File: config.mk
export PLATFORM = sky130hd
export DESIGN_NAME = phi_host_if
export DESIGN_NICKNAME = d
export VERILOG_FILES = /design/src/hdl/phi_pkg.sv /design/src/hdl/phi_host_if.sv
export SDC_FILE = /design/constraint.sdc
export NUM_CORES = 1
export LEC_CHECK = 0
export BUFFER_PORTS_ARGS = -buffer_cell sky130_fd_sc_hd__buf_2
export CORE_MARGIN = 1.5
export CORE_UTILIZATION = 59
export CTS_CLUSTER_SIZE = 20
export DETAILED_ROUTE_END_ITERATION = 16
export GPL_TIMING_DRIVEN = 0
export HOLD_SLACK_MARGIN = 0.06
export PLACE_DENSITY = 0.87
export SETUP_SLACK_MARGIN = 0.2
export SYNTH_ARGS = -nofsm -noshare
export SYNTH_HDL_FRONTEND = slang
export SYNTH_SLANG_ARGS = --single-unit
export TNS_END_PERCENT = 5
File: constraint.sdc
create_clock -name clk -period 2.9 [get_ports clk]
set_input_delay 0.435 -clock clk [delete_from_list [all_inputs] [get_ports clk]]
set_output_delay 0.435 -clock clk [all_outputs]
set_load 0.03 [all_outputs]
File: src/hdl/phi_pkg.sv
// Constants shared by the host side interface logic
package phi_pkg;

  // ****************************************
  // Clock rates and derived counts
  // ****************************************
  localparam int unsigned CLK_HZ        = 50_000_000;
  localparam int unsigned MII100_HZ     = 25_000_000;
  localparam int unsigned MII10_HZ      = 2_500_000;
  localparam int unsigned REF_CLK_HZ    = 125_000_000;
  localparam int unsigned HALF100_CYC   = (CLK_HZ / (2 * MII100_HZ)) < 1 ? 1 : CLK_HZ / (2 * MII100_HZ);
  localparam int unsigned HALF10_CYC    = (CLK_HZ / (2 * MII10_HZ)) < 1 ? 1 : CLK_HZ / (2 * MII10_HZ);
  localparam int unsigned HALFREF_CYC   = (CLK_HZ / (2 * REF_CLK_HZ)) < 1 ? 1 : CLK_HZ / (2 * REF_CLK_HZ);
  localparam int unsigned BLINK_CYC     = 2_500_000;
  localparam logic [1:0]  STRAP_WAIT    = 2'h3;

  // ****************************************
  // Straps and link speed codes
  // ****************************************
  localparam logic [3:0]  MODE_GMII_MII = 4'h1;
  localparam logic [1:0]  SPD_10        = 2'h0;
  localparam logic [1:0]  SPD_100       = 2'h1;
  localparam logic [1:0]  SPD_1000      = 2'h2;

  // ****************************************
  // Management frame
  // ****************************************
  localparam logic [5:0]  PREAMBLE_ONES = 6'h20;
  localparam logic [1:0]  OP_READ       = 2'h2;
  localparam logic [1:0]  OP_WRITE      = 2'h1;
  localparam logic [5:0]  DATA_BITS     = 6'h10;
  localparam logic [5:0]  ADDR_BITS     = 6'h05;
  localparam logic [5:0]  OP_BITS       = 6'h02;
  localparam logic [5:0]  TA_BITS       = 6'h02;

  // ****************************************
  // Register map
  // ****************************************
  localparam logic [4:0]  REG_INT_EN_STAT  = 5'h1b;
  localparam logic [4:0]  REG_MISC_CTRL    = 5'h1f;
  localparam logic [15:0] INT_EN_STAT_RST  = 16'h0000;
  localparam logic [15:0] MISC_CTRL_RST    = 16'h0000;
  localparam int unsigned INT_POL_BIT      = 14;

  typedef enum logic [2:0] {
    PHI_MS_PRE,
    PHI_MS_START,
    PHI_MS_OP,
    PHI_MS_PHY,
    PHI_MS_REG,
    PHI_MS_TA,
    PHI_MS_DATA
  } phi_mgmt_state_t;

endpackage

File: src/hdl/phi_host_if.sv
// Host side data, management, interrupt and indicator logic of the transceiver
`timescale 1ns/1ps
`default_nettype none

module phi_host_if
  import phi_pkg::*;
#(
  parameter int unsigned BLINK_DIV = BLINK_CYC
) (
  input  wire  logic       clk,
  input  wire  logic       resetn,
  input  wire  logic [3:0] host_mode_strap,
  input  wire  logic       ref_clock_out_strap,
  input  wire  logic [2:0] phy_addr_strap,
  input  wire  logic       indicator_style_strap,
  input  wire  logic       gtx_clk,
  input  wire  logic       tx_en,
  input  wire  logic [7:0] txd,
  input  wire  logic       tx_er,
  output logic             tx_clk,
  output logic             rx_clk,
  output logic             rx_dv,
  output logic [7:0]       rxd,
  output logic             rx_er,
  output logic             crs,
  output logic             col,
  output logic             ref_clock_out,
  input  wire  logic       mdc,
  input  wire  logic       mdio_i,
  output logic             mdio_o,
  output logic             mdio_oe,
  output logic             int_pin,
  output logic             indicator_a,
  output logic             indicator_b,
  input  wire  logic       link_up,
  input  wire  logic [1:0] link_speed,
  input  wire  logic       link_activity,
  input  wire  logic       core_rx_dv,
  input  wire  logic [7:0] core_rxd,
  input  wire  logic       core_rx_er,
  input  wire  logic       core_crs,
  input  wire  logic       core_col,
  input  wire  logic [7:0] int_event,
  output logic             core_tx_strobe,
  output logic             core_tx_en,
  output logic [7:0]       core_txd,
  output logic             core_tx_er,
  output logic             host_mode_active
);

  // ****************************************
  // Input synchronisers
  // ****************************************
  localparam int unsigned SW = 22;
  logic [SW-1:0]   sync1_ff;
  logic [SW-1:0]   sync2_ff;
  logic            gtx_prev_ff;
  logic            mdc_prev_ff;

  always_ff @(posedge clk) begin
    if (!resetn) begin
      sync1_ff    <= '0;
      sync2_ff    <= '0;
      gtx_prev_ff <= 1'b0;
      mdc_prev_ff <= 1'b0;
    end else begin
      sync1_ff    <= {host_mode_strap, ref_clock_out_strap, phy_addr_strap, indicator_style_strap,
                      gtx_clk, tx_en, txd, tx_er, mdc, mdio_i};
      sync2_ff    <= sync1_ff;
      gtx_prev_ff <= sync2_ff[12];
      mdc_prev_ff <= sync2_ff[1];
    end
  end

  logic [3:0] s_mode;
  logic       s_ref_en;
  logic [2:0] s_phyad;
  logic       s_style;
  logic       s_gtx;
  logic       s_tx_en;
  logic [7:0] s_txd;
  logic       s_tx_er;
  logic       s_mdc;
  logic       s_mdio;
  assign {s_mode, s_ref_en, s_phyad, s_style, s_gtx, s_tx_en, s_txd, s_tx_er, s_mdc, s_mdio} = sync2_ff;

  // ****************************************
  // Strap latch
  // ****************************************
  logic [1:0] strap_cnt_ff;
  logic       strap_done_ff;
  logic       mode_ok_ff;
  logic       ref_en_ff;
  logic [2:0] phyad_ff;
  logic       style_single_ff;

  always_ff @(posedge clk) begin
    if (!resetn) begin
      strap_cnt_ff    <= '0;
      strap_done_ff   <= 1'b0;
      mode_ok_ff      <= 1'b0;
      ref_en_ff       <= 1'b0;
      phyad_ff        <= '0;
      style_single_ff <= 1'b0;
    end else if (!strap_done_ff) begin
      strap_cnt_ff <= strap_cnt_ff + 2'h1;
      if (strap_cnt_ff == STRAP_WAIT) begin
        strap_done_ff   <= 1'b1;
        mode_ok_ff      <= (s_mode == MODE_GMII_MII);
        ref_en_ff       <= s_ref_en;
        phyad_ff        <= s_phyad;
        style_single_ff <= s_style;
      end
    end
  end

  // ****************************************
  // Clock generation
  // ****************************************
  logic [4:0] mii_cnt_ff;
  logic       mii_clk_ff;
  logic [4:0] ref_cnt_ff;
  logic       ref_clk_ff;
  logic [4:0] half_cyc;
  logic       mii_rise;
  assign half_cyc = (link_speed == SPD_10) ? 5'(HALF10_CYC) : 5'(HALF100_CYC);
  assign mii_rise = mode_ok_ff && !mii_clk_ff && (mii_cnt_ff + 5'h1 >= half_cyc);

  always_ff @(posedge clk) begin
    if (!resetn || !mode_ok_ff) begin
      mii_cnt_ff <= '0;
      mii_clk_ff <= 1'b0;
    end else if (mii_cnt_ff + 5'h1 >= half_cyc) begin
      mii_cnt_ff <= '0;
      mii_clk_ff <= !mii_clk_ff;
    end else begin
      mii_cnt_ff <= mii_cnt_ff + 5'h1;
    end
  end

  always_ff @(posedge clk) begin
    if (!resetn || !ref_en_ff) begin
      ref_cnt_ff <= '0;
      ref_clk_ff <= 1'b0;
    end else if (ref_cnt_ff + 5'h1 >= 5'(HALFREF_CYC)) begin
      ref_cnt_ff <= '0;
      ref_clk_ff <= !ref_clk_ff;
    end else begin
      ref_cnt_ff <= ref_cnt_ff + 5'h1;
    end
  end

  // ****************************************
  // Transmit path
  // ****************************************
  logic gig;
  logic tx_take;
  assign gig     = (link_speed == SPD_1000);
  assign tx_take = mode_ok_ff && (gig ? (s_gtx && !gtx_prev_ff) : mii_rise);

  always_ff @(posedge clk) begin
    if (!resetn) begin
      core_tx_strobe <= 1'b0;
      core_tx_en     <= 1'b0;
      core_txd       <= '0;
      core_tx_er     <= 1'b0;
    end else begin
      core_tx_strobe <= tx_take;
      if (tx_take) begin
        core_tx_en <= s_tx_en;
        core_tx_er <= s_tx_er;
        core_txd   <= gig ? s_txd : {4'h0, s_txd[3:0]};
      end
    end
  end

  // ****************************************
  // Receive path and pin outputs
  // ****************************************
  always_ff @(posedge clk) begin
    if (!resetn) begin
      tx_clk           <= 1'b0;
      rx_clk           <= 1'b0;
      rx_dv            <= 1'b0;
      rxd              <= '0;
      rx_er            <= 1'b0;
      crs              <= 1'b0;
      col              <= 1'b0;
      ref_clock_out    <= 1'b0;
      host_mode_active <= 1'b0;
    end else begin
      tx_clk           <= mii_clk_ff && !gig;
      rx_clk           <= mii_clk_ff;
      ref_clock_out    <= ref_clk_ff;
      host_mode_active <= mode_ok_ff;
      crs              <= core_crs && mode_ok_ff;
      col              <= core_col && mode_ok_ff;
      if (mii_rise) begin
        rx_dv <= core_rx_dv;
        rx_er <= core_rx_er;
        rxd   <= gig ? core_rxd : {4'h0, core_rxd[3:0]};
      end
    end
  end

  // ****************************************
  // Management slave
  // ****************************************
  phi_mgmt_state_t ms_ff;
  logic [5:0]      bit_cnt_ff;
  logic [15:0]     shift_ff;
  logic            is_read_ff;
  logic            match_ff;
  logic [4:0]      reg_addr_ff;
  logic [15:0]     int_reg_ff;
  logic [15:0]     misc_ff;
  logic            mdc_rise;
  logic            rd_clear;
  logic            wr_int;
  logic            wr_misc;
  logic [15:0]     rd_data;
  logic [5:0]      nxt_cnt;
  logic [15:0]     nxt_shift;
  assign mdc_rise  = s_mdc && !mdc_prev_ff;
  assign nxt_cnt   = bit_cnt_ff + 6'h1;
  assign nxt_shift = {shift_ff[14:0], s_mdio};

  always_comb begin
    rd_data = '0;
    unique case (reg_addr_ff)
      REG_INT_EN_STAT: rd_data = int_reg_ff;
      REG_MISC_CTRL:   rd_data = misc_ff;
      default:         rd_data = '0;
    endcase
  end

  assign rd_clear = mdc_rise && (ms_ff == PHI_MS_TA) && (bit_cnt_ff == 6'h1) && is_read_ff && match_ff
                    && (reg_addr_ff == REG_INT_EN_STAT);
  assign wr_int   = mdc_rise && (ms_ff == PHI_MS_DATA) && (nxt_cnt == DATA_BITS) && !is_read_ff && match_ff
                    && (reg_addr_ff == REG_INT_EN_STAT);
  assign wr_misc  = mdc_rise && (ms_ff == PHI_MS_DATA) && (nxt_cnt == DATA_BITS) && !is_read_ff && match_ff
                    && (reg_addr_ff == REG_MISC_CTRL);

  always_ff @(posedge clk) begin
    if (!resetn) begin
      ms_ff       <= PHI_MS_PRE;
      bit_cnt_ff  <= '0;
      shift_ff    <= '0;
      is_read_ff  <= 1'b0;
      match_ff    <= 1'b0;
      reg_addr_ff <= '0;
      mdio_o      <= 1'b0;
      mdio_oe     <= 1'b0;
    end else if (mdc_rise) begin
      unique case (ms_ff)
        PHI_MS_PRE: begin
          mdio_oe <= 1'b0;
          if (s_mdio) begin
            bit_cnt_ff <= (bit_cnt_ff == PREAMBLE_ONES) ? bit_cnt_ff : nxt_cnt;
          end else begin
            bit_cnt_ff <= '0;
            if (bit_cnt_ff == PREAMBLE_ONES) ms_ff <= PHI_MS_START;
          end
        end
        PHI_MS_START: begin
          bit_cnt_ff <= '0;
          ms_ff      <= s_mdio ? PHI_MS_OP : PHI_MS_PRE;
        end
        PHI_MS_OP: begin
          shift_ff   <= nxt_shift;
          bit_cnt_ff <= nxt_cnt;
          if (nxt_cnt == OP_BITS) begin
            bit_cnt_ff <= '0;
            is_read_ff <= (nxt_shift[1:0] == OP_READ);
            ms_ff      <= (nxt_shift[1:0] == OP_READ || nxt_shift[1:0] == OP_WRITE) ? PHI_MS_PHY : PHI_MS_PRE;
          end
        end
        PHI_MS_PHY: begin
          shift_ff   <= nxt_shift;
          bit_cnt_ff <= nxt_cnt;
          if (nxt_cnt == ADDR_BITS) begin
            bit_cnt_ff <= '0;
            match_ff   <= (nxt_shift[4:0] == {2'b00, phyad_ff});
            ms_ff      <= PHI_MS_REG;
          end
        end
        PHI_MS_REG: begin
          shift_ff   <= nxt_shift;
          bit_cnt_ff <= nxt_cnt;
          if (nxt_cnt == ADDR_BITS) begin
            bit_cnt_ff  <= '0;
            reg_addr_ff <= nxt_shift[4:0];
            ms_ff       <= PHI_MS_TA;
          end
        end
        PHI_MS_TA: begin
          bit_cnt_ff <= nxt_cnt;
          if (is_read_ff && match_ff && bit_cnt_ff == 6'h0) begin
            mdio_oe <= 1'b1;
            mdio_o  <= 1'b0;
          end
          if (nxt_cnt == TA_BITS) begin
            bit_cnt_ff <= '0;
            ms_ff      <= PHI_MS_DATA;
            shift_ff   <= {rd_data[14:0], 1'b0};
            mdio_o     <= rd_data[15];
          end
        end
        PHI_MS_DATA: begin
          bit_cnt_ff <= nxt_cnt;
          if (is_read_ff) begin
            mdio_o   <= shift_ff[15];
            shift_ff <= {shift_ff[14:0], 1'b0};
          end else begin
            shift_ff <= nxt_shift;
          end
          if (nxt_cnt == DATA_BITS) begin
            bit_cnt_ff <= '0;
            mdio_oe    <= 1'b0;
            ms_ff      <= PHI_MS_PRE;
          end
        end
      endcase
    end
  end

  // ****************************************
  // Interrupt register and pin
  // ****************************************
  always_ff @(posedge clk) begin
    if (!resetn) begin
      int_reg_ff <= INT_EN_STAT_RST;
      misc_ff    <= MISC_CTRL_RST;
    end else begin
      if (wr_int) int_reg_ff[15:8] <= nxt_shift[15:8];
      if (wr_misc) misc_ff <= nxt_shift;
      int_reg_ff[7:0] <= (rd_clear ? 8'h00 : int_reg_ff[7:0]) | int_event;
    end
  end

  logic int_active;
  assign int_active = |(int_reg_ff[15:8] & int_reg_ff[7:0]);

  always_ff @(posedge clk) begin
    if (!resetn) begin
      int_pin <= 1'b1;
    end else begin
      int_pin <= misc_ff[INT_POL_BIT] ? int_active : !int_active;
    end
  end

  // ****************************************
  // Link and activity indicators
  // ****************************************
  logic [31:0] blink_cnt_ff;
  logic        blink_ff;
  logic        act_lvl;

  always_ff @(posedge clk) begin
    if (!resetn) begin
      blink_cnt_ff <= '0;
      blink_ff     <= 1'b0;
    end else if (blink_cnt_ff + 32'h1 >= 32'(BLINK_DIV)) begin
      blink_cnt_ff <= '0;
      blink_ff     <= !blink_ff;
    end else begin
      blink_cnt_ff <= blink_cnt_ff + 32'h1;
    end
  end

  assign act_lvl = link_activity ? blink_ff : 1'b0;

  always_ff @(posedge clk) begin
    if (!resetn) begin
      indicator_a <= 1'b1;
      indicator_b <= 1'b1;
    end else if (style_single_ff) begin
      indicator_b <= !link_up;
      indicator_a <= link_activity ? blink_ff : 1'b1;
    end else if (!link_up) begin
      indicator_a <= 1'b1;
      indicator_b <= 1'b1;
    end else begin
      unique case (link_speed)
        SPD_1000: begin
          indicator_b <= act_lvl;
          indicator_a <= 1'b1;
        end
        SPD_100: begin
          indicator_a <= act_lvl;
          indicator_b <= 1'b1;
        end
        default: begin
          indicator_a <= act_lvl;
          indicator_b <= act_lvl;
        end
      endcase
    end
  end

endmodule // phi_host_if

`default_nettype wire

# Word-level counts from Yosys, hierarchy flattened
# Index checks and enable logic that the tools add are counted.
# word_totals
ff_bits	196
# classes
bitwise_logic	4
n_mux	43
n_lt_le_gt_ge	3
reduce_logical	58
eq_ne	31
add_sub_neg	5
# op_table
operator	n
one-hot mux 16 bit (3 select lines)	1
adder 32 x 1 -> 32 bit (second input constant)	1
greater-or-equal comparator 32 x 22 -> 1 bit (second input constant)	1
one-hot mux 16 bit (2 select lines)	1
two-way mux 6 bit	5
one-hot mux 6 bit (5 select lines)	1
two-way mux 8 bit	3
logical AND 1 bit	21
two-way mux 3 bit	7
one-hot mux 3 bit (7 select lines)	1
two-way mux 1 bit	18
two-way mux 16 bit	1
logical NOT 1 bit	12
!= test 2 bit (second input constant)	6
AND reduction 3 bit	4
adder 5 x 1 -> 5 bit (second input constant)	2
equality test 5 bit (second input constant)	2
OR reduction 2 bit	5
equality test 3 bit (second input constant)	3
AND 8 bit	1
bitwise OR 8 bit	1
AND reduction 4 bit	2
AND reduction 8 bit	1
OR reduction 8 bit	1
other kinds (31)	43

# Depth between registers and ports, before layout
# depth
word_depth	9
depth_mapped	11

# Worst setup path before layout
# No wires, ideal clock.
# synth_timing
path_kind	input to register
from	input port link_speed[1]
to	register core_txd[4]
setup_time_ns	0.065
setup_slack_ns	0.201
stages	10
required_ns	2.835
arrival_ns	2.634
cell_sequence	or2_2 > ha_1 > nand2b_1 > a211o_1 > a211o_1 > nand3b_1 > a22o_1 > clkbuf_1 > a22oi_1 > nor2b_1
# synth_between
elab_chain_cells	6
elab_cells_between_ends	8
cone_classes	1 x order compare; 1 x eq/ne; 3 x mux; 3 x reduce/logical
# synth_rtl
item	line	text
start, declared	phi_host_if.sv:36	input wire logic [1:0] link_speed,
logical NOT 2 bit	phi_host_if.sv:126	assign half_cyc = (link_speed == SPD_10) ? 5'(HALF10_CYC) : 5'(HALF100_CYC);
two-way mux 4 bit	phi_host_if.sv:126	
greater-or-equal comparator 5 x 4 -> 1 bit	phi_host_if.sv:127	assign mii_rise = mode_ok_ff && !mii_clk_ff && (mii_cnt_ff + 5'h1 >= half_cyc);
logical AND 1 bit	phi_host_if.sv:127	
two-way mux 1 bit	phi_host_if.sv:159	assign tx_take = mode_ok_ff && (gig ? (s_gtx && !gtx_prev_ff) : mii_rise);
logical AND 1 bit	phi_host_if.sv:159	
end signal, assigned	phi_host_if.sv:172	core_txd <= gig ? s_txd : {4'h0, s_txd[3:0]};
end, declared	phi_host_if.sv:46	output logic [7:0] core_txd,
# Several ways; a longest one is shown, not always the timed one.
# A chain may end at the register's enable or synchronous reset.

# Worst setup path in the final report
# layout_timing
from	register blink_cnt_ff[5]
to	register blink_cnt_ff[16]
# layout_between
elab_chain_cells	3
# layout_rtl
item	line	text
start, declared	phi_host_if.sv:355	logic [31:0] blink_cnt_ff;
start signal, assigned	phi_host_if.sv:367	blink_cnt_ff <= blink_cnt_ff + 32'h1;
adder 32 x 1 -> 32 bit *	phi_host_if.sv:363, phi_host_if.sv:367	
greater-or-equal comparator 32 x 22 -> 1 bit	phi_host_if.sv:363	end else if (blink_cnt_ff + 32'h1 >= 32'(BLINK_DIV)) begin
OR reduction 2 bit (no line)	--	
# Mark *: on every way between the ends. The rest lies on a longest branch, timed or not.

==> results_dict.tcl <==
set metrics [dict create \
    status "finished clean" \
    grt_pass1_wl_mm 32.0 \
    synth_top_area_cell "dfxtp_1" \
    syn_avg_cell_area_um2 9.15 \
    layout_commonest_cell "dfxtp_1" \
    min-delay-start "tx_en" \
    htreeDepth 4 \
    wl_per_cell_um 17.0 \
    worst_pin_slew_ps 817 \
    drive_gt1_share_pct 18.8 \
    critPathMaxFanout 8 \
    core-area_mm2 0.0139 \
    async_flop_share_pct 0 \
    p_sw_mw 1.30 \
    postPlaceCellArea_mm2 0.00910 \
    syn_area_mm2 0.00843 \
    cell_internal_pwr_mw 4.01 \
    worstReg2RegStart "blink_cnt_ff[5]$_SDFF_PP0_" \
    final_cell_area_mm2 0.00994 \
    arrival_ps 3040 \
    final.period_utilization_pct 94.0 \
    totalWireLength_mm 21.0 \
    end_kind "flip-flop" \
    worstSetupPathType "flip-flop to flip-flop" \
    ant_nets 0 \
    setup_viol_count_final 0 \
    drc 0 \
    max_slew_margin_pct 45.1 \
    p_leak_nw 3.82 \
    grt_max_degree 21 \
    p_per_area_mw_per_mm2 534 \
    cp-startpoint "blink_cnt_ff[5]$_SDFF_PP0_" \
    final_cell_mix "191 x dfxtp_1, 104 x nand2_1, 84 x buf_2, 74 x and2_1, 54 x nor2b_1" \
    cts_tree "yes" \
    cts_buffer_depth 2 \
    vias_per_cell 5.73 \
    vias 7105 \
    p_seq_share_pct 52.5 \
    drtIter0Drc 599 \
    place_inst 1194 \
    final-hold-violation-count 0 \
    p_clk_share_pct 43.3 \
    fp.dieArea_mm2 0.0150 \
    netlist_instances 921 \
    first_pass_iters 8 \
    port_buffers 78 \
    ys_top_cells_by_area "dfxtp_1 47%, and2_1 5.5%, mux2i_1 5.2%, nand2_1 4.6%, nor2b_1 4.0%" \
    synth_ff_type "dfxtp_1" \
    grt_use_total_pct 27.2 \
    area_delta_synth_final_pct 18.0 \
    tns_ps 0 \
    initial_core_util_pct 60.5 \
    antenna_found_initial 0 \
    clock_latency_ps 430 \
    power.switching_fraction_pct 24.5 \
    antenna-diode-count 0 \
    yosysTopAreaCellShare_pct 46.6 \
    grt_pass1_vias 6595 \
    synth-seq-cells 196 \
    cp-start-kind "flip-flop" \
    synth-edff-count 0 \
    skew_ps 6.93 \
    yosys_warnings 0 \
    ys_types 72 \
    cts_buffers 17 \
    dp_hpwl_mm 13.2 \
    rsz0062_at_grt "yes" \
    ys_seq_area_share_pct 46.6 \
    io_pins 80 \
    comb_power_share_pct 4.2 \
    clockRootBuffer "clkbuf_16" \
    clkTransAtPathRegs_ps 70 \
    fin_crit_ps 2720 \
    crit_required_ps 3220 \
    holdWs_ps 200 \
    cts.sinks 196 \
    instances_no_fill 1240 \
    drv_slew 0 \
    layout.nets 1108 \
    gr-total-overflow 0 \
    ir_drop_mv 0.401 \
    row_count 43 \
    dieHeight_um 123 \
    place_congestion 0.911 \
    fmax_mhz 367 \
    die_w_um 123 \
    utilization_pct 71.4 \
    drv_cap 0 \
    hp-class "input pin to flip-flop" \
]
[registers in the layout (all words and copies together), names as in the netlist, 3 cells and up]
| signal | cells |
|---|---|
| rxd | 8 |
| bit_cnt_ff | 6 |
| blink_cnt_ff | 32 |
| mii_cnt_ff | 5 |
| sync1_ff | 22 |
| shift_ff | 16 |
| int_reg_ff | 16 |
| phyad_ff | 3 |
| reg_addr_ff | 5 |
| sync2_ff | 22 |
| ms_ff | 3 |
| core_txd | 8 |
| ref_cnt_ff | 5 |
| misc_ff | 16 |
[power groups by stage]
stage	sequential, mW	clock [mW]	combinational, mW
after floorplan	2.84	0	0.132
after global placement	2.85	0	0.205
after detailed placement	2.85	0	0.214
after CTS	2.79	2.32	0.221
after global routing	2.79	2.43	0.245
final	2.79	2.30	0.224
[timing repair]
item	in CTS	in global routing
pin swaps	0	11
setup endpoints to repair	33	64
hold buffers	0	0
gates resized for setup	0	35
cloned	0	3
setup buffers	1	10
hold endpoints to repair	0	0
[per-stage QoR]
stage                     worst slack (ps)  total power, mW
final                                  175             5.31
after global routing                  21.3             5.47
after CTS                             29.5             5.33
after detailed placement              -313             3.06
after global placement                -209             3.05
after floorplan                        201             2.98
[metal layers]
metal | track usage, % | routed length (µm) | vias to the layer above
met3 | 6.32 | 1540 | 85
met1 | 33.8 | 8720 | 3332
met5 | 0 | 0 | -
met4 | 12.0 | 857 | 0
li1 | - | - | 3389
met2 | 45.2 | 9910 | 299
[path summary, 6_finish.rpt]
| path | depth (start not counted) | end | slack, ps |
|---|---|---|---|
| setup / recovery | 10 | blink_cnt_ff[16]$_SDFF_PP0_ | 180 |
| hold / removal | 2 | sync1_ff[11]$_SDFF_PN0_ | 200 |
| setup reg to reg | 10 | blink_cnt_ff[16]$_SDFF_PP0_ | 180 |
| hold reg to reg | 1 | sync2_ff[6]$_SDFF_PN0_ | 440 |
[cell usage after synthesis, drive strengths merged (3+ instances only)]
cell type / n
and4: 3
a21oi: 36
xor2: 10
a21boi: 30
nor3b: 5
o2111ai: 6
nand2b: 8
nor3: 10
nor2b: 55
dfxtp: 196
nand2: 104
nor4: 14
or4: 3
o21ai: 36
a31oi: 4
inv: 16
and2: 75
xnor2: 25
ha: 13
a211o: 3
clkbuf: 37
mux2i: 44
buf: 17
nor2: 68
nand4: 13
or3: 3
nand3: 24
a22oi: 10
or2: 9
and3: 9
a311oi: 3
[cells by family after synthesis]
family                     share of synthesized area, %
adders and majority gates                          1.93
buffers and inverters                              3.73
AOI/OAI and AO/OA                                  12.3
xor gates and xnor gates                           3.64
other                                            0.0445
muxes                                              5.36
DFF                                                46.6
and+or+nand+nor                                    26.4
[area by class of cell]
cell class              instances  area, µm²
multi-input cells             671       4330
fillers                       903       3990
flip-flops and latches        196       3940
repair buffers                 91        523
clock buffers                  17        425
plain buffers                  54        280
well taps                     180        225
clock inverters                15        163
inverters                      16       60.1
[critical path, cell delays in order, from the launching register on]
cell and delay (ps):
dfxtp_1 300, buf_2 220, nand4_4 220, buf_4 210, nor4_1 350, xnor2_1 180
a211oi_2 320, a211oi_4 140, o2111ai_4 390, clkbuf_16 240, nor2_2 30
(Power assumes the default switching activity.)
